<file path="config.mk">
export PLATFORM = sky130hd
export DESIGN_NAME = spi_register_command_decoder
export DESIGN_NICKNAME = d
export VERILOG_FILES = /design/src/hdl/cmd_decoder_pkg.sv /design/src/hdl/pin_sync.sv /design/src/hdl/shift_out_byte.sv /design/src/hdl/spi_register_command_decoder.sv
export VERILOG_INCLUDE_DIRS = /design/src /design/src/hdl
export SDC_FILE = /design/constraint.sdc
export NUM_CORES = 1
export LEC_CHECK = 0
export ABC_AREA = 1
export BUFFER_PORTS_ARGS = -buffer_cell sky130_fd_sc_hd__buf_2
export CAP_MARGIN = 20
export CORE_MARGIN = 5
export CORE_UTILIZATION = 40
export DETAILED_ROUTE_END_ITERATION = 10
export PLACE_DENSITY = 0.55
export SLEW_MARGIN = 5
export SYNTH_ARGS = -nofsm -noshare
export SYNTH_HDL_FRONTEND = slang
export SYNTH_SLANG_ARGS = --single-unit
export TNS_END_PERCENT = 20
</file>
<file path="constraint.sdc">
create_clock -name ref_clk -period 2.9 [get_ports ref_clk]
set_input_delay 0.58 -clock ref_clk [delete_from_list [all_inputs] [get_ports ref_clk]]
set_output_delay 0.58 -clock ref_clk [all_outputs]
set_load 0.05 [all_outputs]
</file>
<file path="src/hdl/cmd_decoder_defines.svh">
// opcode, framing and bit-count constants for the serial register command decoder
`ifndef CMD_DECODER_DEFINES_SVH
`define CMD_DECODER_DEFINES_SVH
`define OP_RESET_ENABLE 8'h66
`define OP_MEMORY_RESET 8'h99
`define OP_GANG_LOCK 8'h7E
`define OP_GANG_UNLOCK 8'h98
`define OP_READ_IDENTITY 8'h9F
`define OP_READ_PARAM_TABLE 8'h5A
`define OP_READ_STATUS 8'h05
`define OP_READ_CONFIG 8'h15
`define OP_WRITE_STATUS_CONFIG 8'h01
`define OP_READ_CONFIG_TWO 8'h71
`define OP_WRITE_CONFIG_TWO 8'h72
`define OP_READ_SECURITY 8'h2B
`define OP_WRITE_SECURITY 8'h2F
`define OP_READ_BOOT 8'h16
`define OP_WRITE_BOOT 8'h17
`define OP_ERASE_BOOT 8'h18
`define OP_SET_BURST_LEN 8'hC0
`define OP_ENTER_OTP 8'hB1
`define OP_EXIT_OTP 8'hC1
`define OP_WRITE_LOCKREG 8'h2C
`define OP_READ_LOCKREG 8'h2D
`define OP_PROGRAM_PERSIST_PROT 8'hE3
`define OP_ERASE_PERSIST_PROT 8'hE4
`define OP_READ_PERSIST_PROT 8'hE2
`define OP_WRITE_DYN_PROT 8'hE1
`define OP_READ_DYN_PROT 8'hE0
`define OP_READ_PASSCODE 8'h27
`define OP_WRITE_PASSCODE 8'h28
`define OP_PASSCODE_UNLOCK 8'h29
`define ADDR_BYTES_THREE 3'h3
`define ADDR_BYTES_FOUR 3'h4
`define ADDR_BYTES_NONE 3'h0
`define DUMMY_CYCLES_EIGHT 4'h8
`define DUMMY_CYCLES_NONE 4'h0
`define DATA_ONE 4'h1
`define DATA_TWO 4'h2
`define DATA_THREE 4'h3
`define DATA_FOUR 4'h4
`define DATA_EIGHT 4'h8
`define DATA_NONE 4'h0
`define DATA_UNBOUNDED 4'hF
`define BIT_LAST 3'h7
`define BIT_FIRST 3'h0
`define BYTE_ZERO 8'h00
`endif

</file>
<file path="src/hdl/cmd_decoder_pkg.sv">
// types shared by the serial register command decoder
package cmd_decoder_pkg;
	typedef enum logic [2:0] {
		PH_OPCODE = 3'b000,
		PH_ADDR = 3'b001,
		PH_DUMMY = 3'b010,
		PH_DATA = 3'b011,
		PH_STANDBY = 3'b100,
		PH_DONE = 3'b101
	} phase_t;
	typedef enum logic [4:0] {
		CMD_NONE = 5'h00,
		CMD_RESET_ENABLE = 5'h01,
		CMD_MEMORY_RESET = 5'h02,
		CMD_GANG_LOCK = 5'h03,
		CMD_GANG_UNLOCK = 5'h04,
		CMD_READ_IDENTITY = 5'h05,
		CMD_READ_PARAM_TABLE = 5'h06,
		CMD_READ_STATUS = 5'h07,
		CMD_READ_CONFIG = 5'h08,
		CMD_WRITE_STATUS_CONFIG = 5'h09,
		CMD_READ_CONFIG_TWO = 5'h0A,
		CMD_WRITE_CONFIG_TWO = 5'h0B,
		CMD_READ_SECURITY = 5'h0C,
		CMD_WRITE_SECURITY = 5'h0D,
		CMD_READ_BOOT = 5'h0E,
		CMD_WRITE_BOOT = 5'h0F,
		CMD_ERASE_BOOT = 5'h10,
		CMD_SET_BURST_LEN = 5'h11,
		CMD_ENTER_OTP = 5'h12,
		CMD_EXIT_OTP = 5'h13,
		CMD_WRITE_LOCKREG = 5'h14,
		CMD_READ_LOCKREG = 5'h15,
		CMD_PROGRAM_PERSIST_PROT = 5'h16,
		CMD_ERASE_PERSIST_PROT = 5'h17,
		CMD_READ_PERSIST_PROT = 5'h18,
		CMD_WRITE_DYN_PROT = 5'h19,
		CMD_READ_DYN_PROT = 5'h1A,
		CMD_READ_PASSCODE = 5'h1B,
		CMD_WRITE_PASSCODE = 5'h1C,
		CMD_PASSCODE_UNLOCK = 5'h1D
	} command_t;
	typedef struct packed {
		command_t cmd;
		logic [2:0] addrBytes;
		logic [3:0] dummyCycles;
		logic [3:0] dataMin;
		logic [3:0] dataMax;
		logic isRead;
		logic zeroAddr;
	} cmd_info_t;
endpackage : cmd_decoder_pkg

</file>
<file path="src/hdl/pin_sync.sv">
// three-stage synchroniser with agreement filter for one pin input
`include "cmd_decoder_defines.svh"
`timescale 1ns/1ps
`default_nettype none
module pin_sync (
	input wire logic ref_clk,
	input wire logic rst,
	input wire logic pinIn,
	input wire logic resetLevel,
	output logic level,
	output logic rose,
	output logic fell
);
	logic stageOne_reg;
	logic stageTwo_reg;
	logic stageThree_reg;
	logic level_next;
	// stage one feeds stage two only, to keep metastability contained
	assign level_next = (stageTwo_reg == stageThree_reg) ? stageTwo_reg : level;
	always_ff @(posedge ref_clk) begin
		if (rst) begin
			stageOne_reg <= resetLevel;
			stageTwo_reg <= resetLevel;
			stageThree_reg <= resetLevel;
			level <= resetLevel;
			rose <= 1'b0;
			fell <= 1'b0;
		end else begin
			stageOne_reg <= pinIn;
			stageTwo_reg <= stageOne_reg;
			stageThree_reg <= stageTwo_reg;
			level <= level_next;
			rose <= level_next & ~level;
			fell <= ~level_next & level;
		end
	end
endmodule : pin_sync
`default_nettype wire

</file>
<file path="src/hdl/shift_out_byte.sv">
// output shift register that moves on falling serial clock edges
`include "cmd_decoder_defines.svh"
`timescale 1ns/1ps
`default_nettype none
module shift_out_byte (
	input wire logic ref_clk,
	input wire logic rst,
	input wire logic load,
	input wire logic [7:0] loadByte,
	input wire logic shift,
	output logic serialOut,
	output logic byteDone
);
	logic [7:0] shift_reg;
	logic [2:0] count_reg;
	always_ff @(posedge ref_clk) begin
		if (rst) begin
			shift_reg <= `BYTE_ZERO;
			count_reg <= `BIT_FIRST;
			serialOut <= 1'b0;
			byteDone <= 1'b0;
		end else if (load) begin
			shift_reg <= {loadByte[6:0], 1'b0};
			count_reg <= `BIT_FIRST;
			serialOut <= loadByte[7];
			byteDone <= 1'b0;
		end else if (shift) begin
			shift_reg <= {shift_reg[6:0], 1'b0};
			serialOut <= shift_reg[7];
			count_reg <= count_reg + 3'h1;
			byteDone <= (count_reg == `BIT_LAST);
		end else begin
			byteDone <= 1'b0;
		end
	end
endmodule : shift_out_byte
`default_nettype wire

</file>
<file path="src/hdl/spi_register_command_decoder.sv">
// serial command decoder for the register-access half of the command set
// ************************************************************
// Summary of operation
// ************************************************************
// Summary of operation
// - reset-enable is lone opcode 66h, no address, dummy or data
// - memory-reset is lone opcode 99h, no address, dummy or data
// - memory-reset ignored if any other command came after reset-enable
// - gang lock 7Eh and gang unlock 98h, opcode only
// - identity read 9Fh returns three bytes
// - parameter table read 5Ah, three address bytes, eight dummy cycles
// - status read 05h returns one byte
// - configuration read 15h returns one byte
// - status/config write 01h takes one or two host bytes
// - config-two read 71h, write 72h, four address bytes, one byte
// - security read 2Bh one byte; write 2Fh no data
// - boot read 16h one to four; write 17h four; erase 18h none
// - burst length set C0h takes one host byte
// - OTP enter B1h and exit C1h, opcode only
// - lock register write 2Ch, read 2Dh, one byte each
// - persistent bit program E3h, read E2h, four address bytes
// - persistent bits erase E4h, opcode only
// - dynamic bit write E1h, read E0h, four address bytes, one byte
// - passcode read 27h, four zero address bytes, eight dummy, eight bytes
// - passcode write 28h, unlock 29h, four zero address bytes, eight bytes
// - sample on rising serial clock, shift out on falling edge
// - bad sequence: standby, output released until next select fall
`include "cmd_decoder_defines.svh"
`timescale 1ns/1ps
`default_nettype none
module spi_register_command_decoder (
	input wire logic ref_clk,
	input wire logic rst,
	input wire logic chipSelect_n,
	input wire logic serialClock,
	input wire logic serialIn,
	output logic serialOut,
	output logic serialOutEn,
	output logic cmdValid,
	output cmd_decoder_pkg::command_t cmdCode,
	output logic [31:0] cmdAddr,
	output logic [3:0] cmdDataCount,
	output logic rxDataValid,
	output logic [7:0] rxData,
	output logic txDataReq,
	input wire logic [7:0] txData,
	output logic memoryReset,
	output logic badSequence
);
	// ************************************************************
	// decode table
	// ************************************************************
	function automatic cmd_decoder_pkg::cmd_info_t lookup(input logic [7:0] op);
		cmd_decoder_pkg::cmd_info_t i;
		i = '{cmd_decoder_pkg::CMD_NONE, `ADDR_BYTES_NONE, `DUMMY_CYCLES_NONE, `DATA_NONE, `DATA_NONE, 1'b0, 1'b0};
		case (op)
			`OP_RESET_ENABLE: i.cmd = cmd_decoder_pkg::CMD_RESET_ENABLE;
			`OP_MEMORY_RESET: i.cmd = cmd_decoder_pkg::CMD_MEMORY_RESET;
			`OP_GANG_LOCK: i.cmd = cmd_decoder_pkg::CMD_GANG_LOCK;
			`OP_GANG_UNLOCK: i.cmd = cmd_decoder_pkg::CMD_GANG_UNLOCK;
			`OP_READ_IDENTITY: i = '{cmd_decoder_pkg::CMD_READ_IDENTITY, `ADDR_BYTES_NONE, `DUMMY_CYCLES_NONE,
				`DATA_THREE, `DATA_THREE, 1'b1, 1'b0};
			`OP_READ_PARAM_TABLE: i = '{cmd_decoder_pkg::CMD_READ_PARAM_TABLE, `ADDR_BYTES_THREE, `DUMMY_CYCLES_EIGHT,
				`DATA_NONE, `DATA_UNBOUNDED, 1'b1, 1'b0};
			`OP_READ_STATUS: i = '{cmd_decoder_pkg::CMD_READ_STATUS, `ADDR_BYTES_NONE, `DUMMY_CYCLES_NONE,
				`DATA_ONE, `DATA_ONE, 1'b1, 1'b0};
			`OP_READ_CONFIG: i = '{cmd_decoder_pkg::CMD_READ_CONFIG, `ADDR_BYTES_NONE, `DUMMY_CYCLES_NONE,
				`DATA_ONE, `DATA_ONE, 1'b1, 1'b0};
			`OP_WRITE_STATUS_CONFIG: i = '{cmd_decoder_pkg::CMD_WRITE_STATUS_CONFIG, `ADDR_BYTES_NONE,
				`DUMMY_CYCLES_NONE, `DATA_ONE, `DATA_TWO, 1'b0, 1'b0};
			`OP_READ_CONFIG_TWO: i = '{cmd_decoder_pkg::CMD_READ_CONFIG_TWO, `ADDR_BYTES_FOUR, `DUMMY_CYCLES_NONE,
				`DATA_ONE, `DATA_ONE, 1'b1, 1'b0};
			`OP_WRITE_CONFIG_TWO: i = '{cmd_decoder_pkg::CMD_WRITE_CONFIG_TWO, `ADDR_BYTES_FOUR, `DUMMY_CYCLES_NONE,
				`DATA_ONE, `DATA_ONE, 1'b0, 1'b0};
			`OP_READ_SECURITY: i = '{cmd_decoder_pkg::CMD_READ_SECURITY, `ADDR_BYTES_NONE, `DUMMY_CYCLES_NONE,
				`DATA_ONE, `DATA_ONE, 1'b1, 1'b0};
			`OP_WRITE_SECURITY: i.cmd = cmd_decoder_pkg::CMD_WRITE_SECURITY;
			`OP_READ_BOOT: i = '{cmd_decoder_pkg::CMD_READ_BOOT, `ADDR_BYTES_NONE, `DUMMY_CYCLES_NONE,
				`DATA_ONE, `DATA_FOUR, 1'b1, 1'b0};
			`OP_WRITE_BOOT: i = '{cmd_decoder_pkg::CMD_WRITE_BOOT, `ADDR_BYTES_NONE, `DUMMY_CYCLES_NONE,
				`DATA_FOUR, `DATA_FOUR, 1'b0, 1'b0};
			`OP_ERASE_BOOT: i.cmd = cmd_decoder_pkg::CMD_ERASE_BOOT;
			`OP_SET_BURST_LEN: i = '{cmd_decoder_pkg::CMD_SET_BURST_LEN, `ADDR_BYTES_NONE, `DUMMY_CYCLES_NONE,
				`DATA_ONE, `DATA_ONE, 1'b0, 1'b0};
			`OP_ENTER_OTP: i.cmd = cmd_decoder_pkg::CMD_ENTER_OTP;
			`OP_EXIT_OTP: i.cmd = cmd_decoder_pkg::CMD_EXIT_OTP;
			`OP_WRITE_LOCKREG: i = '{cmd_decoder_pkg::CMD_WRITE_LOCKREG, `ADDR_BYTES_NONE, `DUMMY_CYCLES_NONE,
				`DATA_ONE, `DATA_ONE, 1'b0, 1'b0};
			`OP_READ_LOCKREG: i = '{cmd_decoder_pkg::CMD_READ_LOCKREG, `ADDR_BYTES_NONE, `DUMMY_CYCLES_NONE,
				`DATA_ONE, `DATA_ONE, 1'b1, 1'b0};
			`OP_PROGRAM_PERSIST_PROT: i = '{cmd_decoder_pkg::CMD_PROGRAM_PERSIST_PROT, `ADDR_BYTES_FOUR,
				`DUMMY_CYCLES_NONE, `DATA_NONE, `DATA_NONE, 1'b0, 1'b0};
			`OP_READ_PERSIST_PROT: i = '{cmd_decoder_pkg::CMD_READ_PERSIST_PROT, `ADDR_BYTES_FOUR, `DUMMY_CYCLES_NONE,
				`DATA_ONE, `DATA_ONE, 1'b1, 1'b0};
			`OP_ERASE_PERSIST_PROT: i.cmd = cmd_decoder_pkg::CMD_ERASE_PERSIST_PROT;
			`OP_WRITE_DYN_PROT: i = '{cmd_decoder_pkg::CMD_WRITE_DYN_PROT, `ADDR_BYTES_FOUR, `DUMMY_CYCLES_NONE,
				`DATA_ONE, `DATA_ONE, 1'b0, 1'b0};
			`OP_READ_DYN_PROT: i = '{cmd_decoder_pkg::CMD_READ_DYN_PROT, `ADDR_BYTES_FOUR, `DUMMY_CYCLES_NONE,
				`DATA_ONE, `DATA_ONE, 1'b1, 1'b0};
			`OP_READ_PASSCODE: i = '{cmd_decoder_pkg::CMD_READ_PASSCODE, `ADDR_BYTES_FOUR, `DUMMY_CYCLES_EIGHT,
				`DATA_EIGHT, `DATA_EIGHT, 1'b1, 1'b1};
			`OP_WRITE_PASSCODE: i = '{cmd_decoder_pkg::CMD_WRITE_PASSCODE, `ADDR_BYTES_FOUR, `DUMMY_CYCLES_NONE,
				`DATA_EIGHT, `DATA_EIGHT, 1'b0, 1'b1};
			`OP_PASSCODE_UNLOCK: i = '{cmd_decoder_pkg::CMD_PASSCODE_UNLOCK, `ADDR_BYTES_FOUR, `DUMMY_CYCLES_NONE,
				`DATA_EIGHT, `DATA_EIGHT, 1'b0, 1'b1};
			default: i.cmd = cmd_decoder_pkg::CMD_NONE;
		endcase
		return i;
	endfunction : lookup

	// ************************************************************
	// pin synchronisers
	// ************************************************************
	logic csLevel;
	logic csRose;
	logic csFell;
	logic sclkLevel;
	logic sclkRose;
	logic sclkFell;
	logic sdiLevel;
	pin_sync csSync (.ref_clk(ref_clk), .rst(rst), .pinIn(chipSelect_n), .resetLevel(1'b1),
		.level(csLevel), .rose(csRose), .fell(csFell));
	pin_sync sclkSync (.ref_clk(ref_clk), .rst(rst), .pinIn(serialClock), .resetLevel(1'b0),
		.level(sclkLevel), .rose(sclkRose), .fell(sclkFell));
	pin_sync sdiSync (.ref_clk(ref_clk), .rst(rst), .pinIn(serialIn), .resetLevel(1'b0),
		.level(sdiLevel), .rose(), .fell());

	// ************************************************************
	// frame state
	// ************************************************************
	cmd_decoder_pkg::phase_t phase_reg;
	cmd_decoder_pkg::phase_t phase_next;
	cmd_decoder_pkg::cmd_info_t info_reg;
	cmd_decoder_pkg::cmd_info_t opInfo;
	logic [7:0] rxShift_reg;
	logic [2:0] bitCount_reg;
	logic [2:0] addrCount_reg;
	logic [3:0] dummyCount_reg;
	logic [3:0] dataCount_reg;
	logic resetArmed_reg;
	logic [31:0] addr_reg;
	logic inFrame;
	logic bitTake;
	logic byteDoneIn;
	logic [7:0] byteIn;
	logic addrLast;
	logic dataFull;
	logic txShift;
	logic txByteDone;
	logic txLoad;
	logic txBit;
	logic frameEnd;
	logic frameCmdEnd;
	logic lengthOk;

	// a full byte is seen on the rising edge that brings the eighth bit
	assign inFrame = ~csLevel;
	assign bitTake = inFrame & sclkRose;
	assign byteDoneIn = bitTake & (bitCount_reg == `BIT_LAST);
	assign byteIn = {rxShift_reg[6:0], sdiLevel};
	assign opInfo = lookup(byteIn);
	assign addrLast = (addrCount_reg == info_reg.addrBytes - 3'h1);
	assign dataFull = (info_reg.dataMax != `DATA_UNBOUNDED) & (dataCount_reg == info_reg.dataMax);
	assign frameEnd = csRose;
	assign lengthOk = (phase_reg == cmd_decoder_pkg::PH_DONE)
		| ((phase_reg == cmd_decoder_pkg::PH_DATA) & (dataCount_reg >= info_reg.dataMin) & (bitCount_reg == `BIT_FIRST));
	assign frameCmdEnd = frameEnd & lengthOk & (info_reg.cmd != cmd_decoder_pkg::CMD_NONE);
	// device drives only in the data phase of a read; falling edges move bits
	assign txShift = inFrame & sclkFell & (phase_reg == cmd_decoder_pkg::PH_DATA) & info_reg.isRead
		& (bitCount_reg != `BIT_FIRST);
	assign txLoad = inFrame & sclkFell & (phase_reg == cmd_decoder_pkg::PH_DATA) & info_reg.isRead
		& (bitCount_reg == `BIT_FIRST) & ~dataFull;

	always_comb begin
		phase_next = phase_reg;
		if (csFell) begin
			phase_next = cmd_decoder_pkg::PH_OPCODE;
		end else if (frameEnd) begin
			phase_next = cmd_decoder_pkg::PH_OPCODE;
		end else if (byteDoneIn) begin
			case (phase_reg)
				cmd_decoder_pkg::PH_OPCODE: begin
					if (opInfo.cmd == cmd_decoder_pkg::CMD_NONE) phase_next = cmd_decoder_pkg::PH_STANDBY;
					else if (opInfo.addrBytes != `ADDR_BYTES_NONE) phase_next = cmd_decoder_pkg::PH_ADDR;
					else if (opInfo.dataMax != `DATA_NONE) phase_next = cmd_decoder_pkg::PH_DATA;
					else phase_next = cmd_decoder_pkg::PH_DONE;
				end
				cmd_decoder_pkg::PH_ADDR: begin
					if (info_reg.zeroAddr & (byteIn != `BYTE_ZERO)) phase_next = cmd_decoder_pkg::PH_STANDBY;
					else if (addrLast & (info_reg.dummyCycles != `DUMMY_CYCLES_NONE))
						phase_next = cmd_decoder_pkg::PH_DUMMY;
					else if (addrLast & (info_reg.dataMax != `DATA_NONE)) phase_next = cmd_decoder_pkg::PH_DATA;
					else if (addrLast) phase_next = cmd_decoder_pkg::PH_DONE;
				end
				cmd_decoder_pkg::PH_DATA: begin
					if (dataFull) phase_next = cmd_decoder_pkg::PH_STANDBY;
				end
				cmd_decoder_pkg::PH_DONE: phase_next = cmd_decoder_pkg::PH_STANDBY;
				default: phase_next = phase_reg;
			endcase
		end else if (bitTake & (phase_reg == cmd_decoder_pkg::PH_DUMMY)
			& (dummyCount_reg == info_reg.dummyCycles - 4'h1)) begin
			phase_next = (info_reg.dataMax != `DATA_NONE) ? cmd_decoder_pkg::PH_DATA : cmd_decoder_pkg::PH_DONE;
		end
	end

	always_ff @(posedge ref_clk) begin
		if (rst) begin
			phase_reg <= cmd_decoder_pkg::PH_OPCODE;
			info_reg <= '{cmd_decoder_pkg::CMD_NONE, `ADDR_BYTES_NONE, `DUMMY_CYCLES_NONE, `DATA_NONE, `DATA_NONE,
				1'b0, 1'b0};
			rxShift_reg <= `BYTE_ZERO;
			bitCount_reg <= `BIT_FIRST;
			addrCount_reg <= `ADDR_BYTES_NONE;
			dummyCount_reg <= `DUMMY_CYCLES_NONE;
			dataCount_reg <= `DATA_NONE;
			addr_reg <= 32'h0000_0000;
		end else begin
			phase_reg <= phase_next;
			if (csFell | frameEnd) begin
				bitCount_reg <= `BIT_FIRST;
				addrCount_reg <= `ADDR_BYTES_NONE;
				dummyCount_reg <= `DUMMY_CYCLES_NONE;
				dataCount_reg <= `DATA_NONE;
				addr_reg <= 32'h0000_0000;
			end else if (bitTake & (phase_reg == cmd_decoder_pkg::PH_DUMMY)) begin
				dummyCount_reg <= dummyCount_reg + 4'h1;
			end else if (bitTake & (phase_reg != cmd_decoder_pkg::PH_STANDBY)) begin
				rxShift_reg <= byteIn;
				bitCount_reg <= bitCount_reg + 3'h1;
				if (byteDoneIn & (phase_reg == cmd_decoder_pkg::PH_OPCODE)) info_reg <= opInfo;
				if (byteDoneIn & (phase_reg == cmd_decoder_pkg::PH_ADDR)) begin
					addr_reg <= {addr_reg[23:0], byteIn};
					addrCount_reg <= addrCount_reg + 3'h1;
				end
				if (byteDoneIn & (phase_reg == cmd_decoder_pkg::PH_DATA) & ~dataFull
					& (info_reg.dataMax != `DATA_UNBOUNDED)) dataCount_reg <= dataCount_reg + 4'h1;
			end
			if (txByteDone & ~dataFull & (info_reg.dataMax != `DATA_UNBOUNDED)) dataCount_reg <= dataCount_reg + 4'h1;
		end
	end

	// ************************************************************
	// outputs and reset arming
	// ************************************************************
	shift_out_byte txShifter (.ref_clk(ref_clk), .rst(rst), .load(txLoad), .loadByte(txData), .shift(txShift),
		.serialOut(txBit), .byteDone(txByteDone));

	always_ff @(posedge ref_clk) begin
		if (rst) begin
			serialOut <= 1'b0;
			serialOutEn <= 1'b0;
			cmdValid <= 1'b0;
			cmdCode <= cmd_decoder_pkg::CMD_NONE;
			cmdAddr <= 32'h0000_0000;
			cmdDataCount <= `DATA_NONE;
			rxDataValid <= 1'b0;
			rxData <= `BYTE_ZERO;
			txDataReq <= 1'b0;
			memoryReset <= 1'b0;
			badSequence <= 1'b0;
			resetArmed_reg <= 1'b0;
		end else begin
			serialOut <= txBit;
			// released in standby and outside reads, so the line floats
			serialOutEn <= inFrame & info_reg.isRead & (phase_reg == cmd_decoder_pkg::PH_DATA);
			cmdValid <= frameCmdEnd & (info_reg.cmd != cmd_decoder_pkg::CMD_RESET_ENABLE)
				& (info_reg.cmd != cmd_decoder_pkg::CMD_MEMORY_RESET);
			if (frameCmdEnd) begin
				cmdCode <= info_reg.cmd;
				cmdAddr <= addr_reg;
				cmdDataCount <= dataCount_reg;
			end
			rxDataValid <= byteDoneIn & (phase_reg == cmd_decoder_pkg::PH_DATA) & ~info_reg.isRead & ~dataFull;
			if (byteDoneIn) rxData <= byteIn;
			// raised on the rising edge, half a serial clock ahead of the falling edge that loads the next byte
			txDataReq <= inFrame & sclkRose & (phase_next == cmd_decoder_pkg::PH_DATA) & opInfoIsRead(phase_reg)
				& ((bitCount_reg == `BIT_LAST) | (phase_reg == cmd_decoder_pkg::PH_DUMMY))
				& ~((phase_reg == cmd_decoder_pkg::PH_DATA) & (dataCount_reg + 4'h1 == info_reg.dataMax));
			badSequence <= byteDoneIn & (phase_next == cmd_decoder_pkg::PH_STANDBY)
				& (phase_reg != cmd_decoder_pkg::PH_STANDBY);
			memoryReset <= frameCmdEnd & (info_reg.cmd == cmd_decoder_pkg::CMD_MEMORY_RESET) & resetArmed_reg;
			// any completed or broken frame other than reset-enable disarms
			if (frameEnd & (phase_reg != cmd_decoder_pkg::PH_OPCODE | bitCount_reg != `BIT_FIRST))
				resetArmed_reg <= frameCmdEnd & (info_reg.cmd == cmd_decoder_pkg::CMD_RESET_ENABLE);
		end
	end

	function automatic logic opInfoIsRead(input cmd_decoder_pkg::phase_t ph);
		opInfoIsRead = (ph == cmd_decoder_pkg::PH_OPCODE) ? opInfo.isRead : info_reg.isRead;
	endfunction : opInfoIsRead
endmodule : spi_register_command_decoder
`default_nettype wire

</file>
==> impl_metrics.env, run 1 <==
export IMPL_num_vias=6221
export IMPL_post_cts_buffers=0
export IMPL_synthTopCellsByArea="dfxtp_1, nand2_1, a21oi_1"
export IMPL_rsz0062_at_grt="no"
export IMPL_status="completed"
export IMPL_route_antenna_remaining_nets=0
export IMPL_synthTopCellsByCount="nand2_1, dfxtp_1, nor2_1, a21oi_1, o21ai_0"
export IMPL_clock_fmax_mhz=423
export IMPL_synth_top_area_share_pct=46.4
export IMPL_clockBufferDepth=2
export IMPL_setup_worst_path_class="reg -> reg"
export IMPL_hold_start="chipSelect_n"
export IMPL_postCtsHoldBufs=0
export IMPL_wl_per_cell_um=14.6
export IMPL_wl_met2_um=7870
export IMPL_row_count=47
export IMPL_ys_ff_latch=158
export IMPL_whs_ns=0.325
export IMPL_setup_tns_ns=0
export IMPL_dp_hpwl_um=13200
export IMPL_synth_top_flop_cell="dfxtp_1"
export IMPL_finalSetupViolCount=0
export IMPL_ctsResizeCount=0
export IMPL_die_h_um=141
export IMPL_worstMarginPinSlew_ns=0.571
export IMPL_syn_nets=981
export IMPL_top_layer="met4"
export IMPL_coreArea_um2=16600
export IMPL_io_buffers=68
export IMPL_syn_area_per_cell_um2=7.13
export IMPL_cts_tree="built"
export IMPL_cp_slowest_stage_delay_ns=0.45
export IMPL_wl_met1_um=8950
export IMPL_startpoint="dataCount_reg[1]$_SDFFE_PP0P_"
export IMPL_nets=1043
export IMPL_drive_gt1_share_pct=14.0
export IMPL_yosysUniqueCellTypes=40
export IMPL_path_cells="ha_1, inv_1, nor2_1, o211ai_1, nand3_1, nand3_1, o21ai_0, nand2_1, inv_2, o21ai_4, buf_4, nand2_1, a21oi_1"
export IMPL_syn_area_um2=6820
export IMPL_dr_pass1_iters=5
export IMPL_clock_latency_ns=0.43
export IMPL_start_util_pct=41.0
export IMPL_vdd_drop_max_mv=0.415
export IMPL_power_mw=4.34
export IMPL_slew_headroom_pct=61.9
export IMPL_fin_crit_sh_pct=81.5
export IMPL_dp_slack_ns=0.530
export IMPL_yosysWarningCount=0
export IMPL_wirelength_um=18200
export IMPL_instances_no_fill=1251
export IMPL_antenna_cells=0
export IMPL_finalHoldViolations=0
export IMPL_grt_ovfl_total=0
export IMPL_drv_cap=0
export IMPL_slew_violations=0
export IMPL_yosysMostFrequentCell="nand2_1"
export IMPL_powerDensity_nw_per_um2=547
export IMPL_crit_path_end_kind="flop"
export IMPL_cts_buffers=17
export IMPL_fin_crit_ns=2.36
export IMPL_skew_ns=0.0145
export IMPL_start_kind="flop"
export IMPL_die_width_um=141
export IMPL_grt_pass1_vias=5814
export IMPL_grt_max_degree=43
export IMPL_cts_root_buf="clkbuf_16"
export IMPL_grt_pass1_wl_um=30200
export IMPL_worstHoldPathType="in -> reg"
export IMPL_syn_inst=956
export IMPL_arrival_ns=2.73
export IMPL_drc=0
export IMPL_r2r_start="dataCount_reg[1]$_SDFFE_PP0P_"
export IMPL_finalWorstSetupSlack_ns=0.537
export IMPL_wl_met3_um=965
export IMPL_dieArea_um2=19800
export IMPL_path_max_fanout=42
export IMPL_ys_async_sr_fraction_pct=0
export IMPL_placedCellCount=1219
export IMPL_grt_antenna_before_repair=0
export IMPL_dr_first_iter_drc_count=415
export IMPL_gp_congestion=0.967
export IMPL_cpMaxStageDelayCell="dfxtp_1"
export IMPL_synth_area_leader_cell="dfxtp_1"
export IMPL_syn_to_final_growth_pct=16.4
export IMPL_grt_use_total_pct=18.8
export IMPL_cts_sinks=158
export IMPL_critPathRequiredTime_ns=3.26
export IMPL_vias_per_cell=4.97
export IMPL_ys_seq_area_share_pct=46.4
export IMPL_io_pins=69
export IMPL_p_leak_nw=3.52
export IMPL_clkSlewWorstSetupHoldPaths_ns=0.06
export IMPL_synth_edf_count=0
export IMPL_htreeDepth=4
-- cells in the final DEF, fill, tap and decap left out, types with 4 or more instances in the layout --
master,count
nand2_1,223
dfxtp_1,158
nor2_1,130
a21oi_1,105
o21ai_0,87
inv_1,78
buf_2,68
nand3_1,31
clkbuf_16,17
inv_2,14
a31oi_1,13
ha_1,12
nor3_1,10
buf_4,10
nor2_2,7
nor4_1,7
nand4_1,6
inv_6,5
xor2_1,4
xnor2_1,4
clkinv_2,4
-- report_power, final --
part           internal [mW]  switching, mW  total [mW]
logic                 0.0180         0.0423      0.0602
registers               2.17        0.00226        2.18
clock network           1.14          0.968        2.10
total                   3.33           1.01        4.34
-- final timing paths --
| check | endpoint | slack, ns | depth (start not counted) |
|---|---|---|---|
| setup / recovery | cmdAddr[1]$_SDFFE_PP0P_ | 0.54 | 13 |
| hold reg to reg | sdiSync.stageTwo_reg$_SDFF_PP0_ | 0.41 | 2 |
| hold / removal | csSync.stageOne_reg$_SDFF_PP1_ | 0.33 | 2 |
| setup reg to reg | cmdAddr[1]$_SDFFE_PP0P_ | 0.54 | 13 |
-- routing by layer --
| metal | GRT usage [%] | up-vias |
|---|---|---|
| li1 | - | 3245 |
| met1 | 26.7 | 2787 |
| met2 | 27.9 | 167 |
| met3 | 3.99 | 22 |
| met4 | 7.45 | 0 |
| met5 | 0 | - |
-- stage by stage --
step	util, %	instance area (µm²)
floorplan	-	6820
global placement	44.4	7390
detailed placement	44.4	7390
CTS	47.7	7930
global route	47.7	7930
finish	47.7	7930
-- logic make-up after synthesis --
kind of cell	synth area share [%]
compound gates	16.9
xor+xnor	1.03
simple gates	26.1
buf+inv	7.40
fa+ha+maj	2.20
flops	46.4
-- worst max-delay path: cells and delay by family (launching register included) --
family                     cells  cell delay [ns]
DFF                            1             0.45
adders and majority gates      1             0.29
buffers and inverters          3             0.54
and+or+nand+nor                5             0.55
AOI/OAI and AO/OA              4             0.46
-- final cells by class --
cell class                 instances  area (µm²)
fill                            1768        8710
sequential                       158        3160
multi-input combinational        669        3160
clock buffer                      19         443
timing repair buffer              79         435
inverter                          93         350
tap                              220         275
clock inverter                    13         104
Power figures use the tool's default switching activity.
==> inputs of run 2 (changes only) <==
- clock period: 2.9 -> 2.4 ns (I/O delays scaled with it)
==> run 2 against run 1 <==
Global-route usage rose by 0.28 points. Die area stayed put. Sequential share of layout area decreased by 1.5 points. Wire length grew 3.4%. Clock skew fell by 0.0048 ns. Clock-buffer cell count increased by 2. Final cell count is 2.1% higher. Combinational power is 22% higher. Largest cell class is now multi-input combinational cells. Highest routed layer unchanged.
==> impl_metrics.env, run 2 (synthesis gave the netlist of run 1 again) <==
export IMPL_status="completed"
export IMPL_route_antenna_remaining_nets=0
export IMPL_grt_antenna_before_repair=0
export IMPL_worstHoldPathType="in -> reg"
export IMPL_clockBufferDepth=2
export IMPL_clock_fmax_mhz=448
export IMPL_row_count=47
export IMPL_fillers=1706
export IMPL_p_leak_nw=3.68
export IMPL_powerDensity_nw_per_um2=644
export IMPL_cts_root_buf="clkbuf_16"
export IMPL_crit_path_end_kind="flop"
export IMPL_path_max_fanout=8
export IMPL_cts_tree="built"
export IMPL_final_area_um2=8260
export IMPL_worstMarginPinSlew_ns=0.550
export IMPL_dpl_cell_area_um2=7520
export IMPL_finalSetupViolCount=0
export IMPL_drive_gt1_share_pct=16.8
export IMPL_skew_ns=0.00964
export IMPL_die_width_um=141
export IMPL_vdd_drop_max_mv=0.495
export IMPL_vias_per_cell=4.99
export IMPL_nets=1069
export IMPL_grt_use_total_pct=19.1
export IMPL_drc=0
export IMPL_slew_violations=0
export IMPL_final_common_cell="nand2_1"
export IMPL_layout_common_cells="nand2_1, dfxtp_1, nor2_1"
export IMPL_fin_crit_ns=2.23
export IMPL_coreArea_um2=16600
export IMPL_num_vias=6368
export IMPL_fin_crit_sh_pct=93.0
export IMPL_start_util_pct=41.0
export IMPL_cp_slowest_stage_delay_ns=0.36
export IMPL_syn_to_final_growth_pct=21.2
export IMPL_grt_pass1_vias=5888
export IMPL_antenna_cells=0
export IMPL_postCtsHoldBufs=0
export IMPL_dr_first_iter_drc_count=485
export IMPL_wl_per_cell_um=14.8
export IMPL_dr_pass1_iters=5
export IMPL_cts_buffers=17
export IMPL_slew_headroom_pct=63.0
export IMPL_io_buffers=68
export IMPL_dieArea_um2=19800
export IMPL_cpMaxStageDelayCell="dfxtp_1"
export IMPL_setup_worst_path_class="reg -> reg"
export IMPL_wirelength_um=18900
export IMPL_path_cells="inv_1, ha_1, a21oi_1, nand3_2, nand3_2, o21ai_1, nand2_1, inv_2, o21ai_4, clkinv_4, clkbuf_16, nand2_1, a21oi_1"
export IMPL_io_pins=69
export IMPL_clock_latency_ns=0.43
export IMPL_htreeDepth=4
export IMPL_arrival_ns=2.54
export IMPL_clkSlewWorstSetupHoldPaths_ns=0.06
export IMPL_grt_max_degree=43
export IMPL_dp_hpwl_um=13300
export IMPL_grt_ovfl_total=0
export IMPL_grt_pass1_wl_um=30800
export IMPL_cts_sinks=158
export IMPL_gp_congestion=0.971
export IMPL_critPathRequiredTime_ns=2.70
export IMPL_finalHoldViolations=0
export IMPL_die_h_um=141
export IMPL_power_mw=5.32
export IMPL_drv_cap=0
export IMPL_start_kind="flop"
==> run 2: per-stage QoR <==
step                      util, %  hold slack [ns]  TNS (ns)  setup slack [ns]  std cells
after global placement       45.2            0.397         0            0.0561       1237
after global routing         49.6            0.238   -0.0258          -0.00858       1277
after detailed placement     45.2            0.398         0            0.0593       1237
final                        49.6            0.237         0             0.167       1277
after CTS                    48.6            0.225         0            0.0463       1269
after floorplan                 -            0.388         0             0.531        956
==> run 2: repair_timing <==
| action | CTS | global route |
|---|---|---|
| setup buffers | 0 | 2 |
| gates resized for setup | 0 | 17 |
| endpoints found under the setup margin | 0 | 43 |
==> run 2: worst paths after layout <==
check | end | slack, ns | cells past startpoint | start
hold / removal | csSync.stageOne_reg$_SDFF_PP1_ | 0.24 | 2 | chipSelect_n
setup reg to reg | cmdAddr[22]$_SDFFE_PP0P_ | 0.17 | 13 | info_reg[9]$_SDFFE_PP0P_
setup / recovery | cmdAddr[22]$_SDFFE_PP0P_ | 0.17 | 13 | info_reg[9]$_SDFFE_PP0P_
hold reg to reg | sdiSync.stageTwo_reg$_SDFF_PP0_ | 0.41 | 2 | sdiSync.stageOne_reg$_SDFF_PP0_
==> run 2: routing by layer <==
metal  GRT usage, %  part of all wire, %  routed length (µm)  vias to the layer above
li1               -                    -                   -                     3298
met1           27.4                   49                9280                     2864
met2           28.3                   43                8080                      173
met3           4.33                  5.3                 996                       33
met4           6.43                  2.6                 489                        0
met5              0                    0                   0                        -
==> run 2: report_power, final <==
group          total, mW  internal [mW]  switching (mW)
Combinational     0.0732         0.0217          0.0515
Clock               2.61           1.49            1.12
Sequential          2.63           2.63         0.00285
==> run 2: area by class of cell <==
class	instances	area, µm²	area share (%)
Multi-Input combinational cell	669	3190	38.6
Sequential cell	158	3170	38.4
Timing Repair Buffer	105	706	8.54
Clock buffer	21	460	5.57
Inverter	93	355	4.30
Tap cell	220	275	3.33
Clock inverter	11	104	1.26
==> run 2: worst max-delay path: cells and delay by family (launching register included) <==
kind | cells | cell delay, ns
compound gates | 4 | 0.42
fa+ha+maj | 1 | 0.32
buf+inv | 4 | 0.54
flops | 1 | 0.36
simple gates | 4 | 0.46
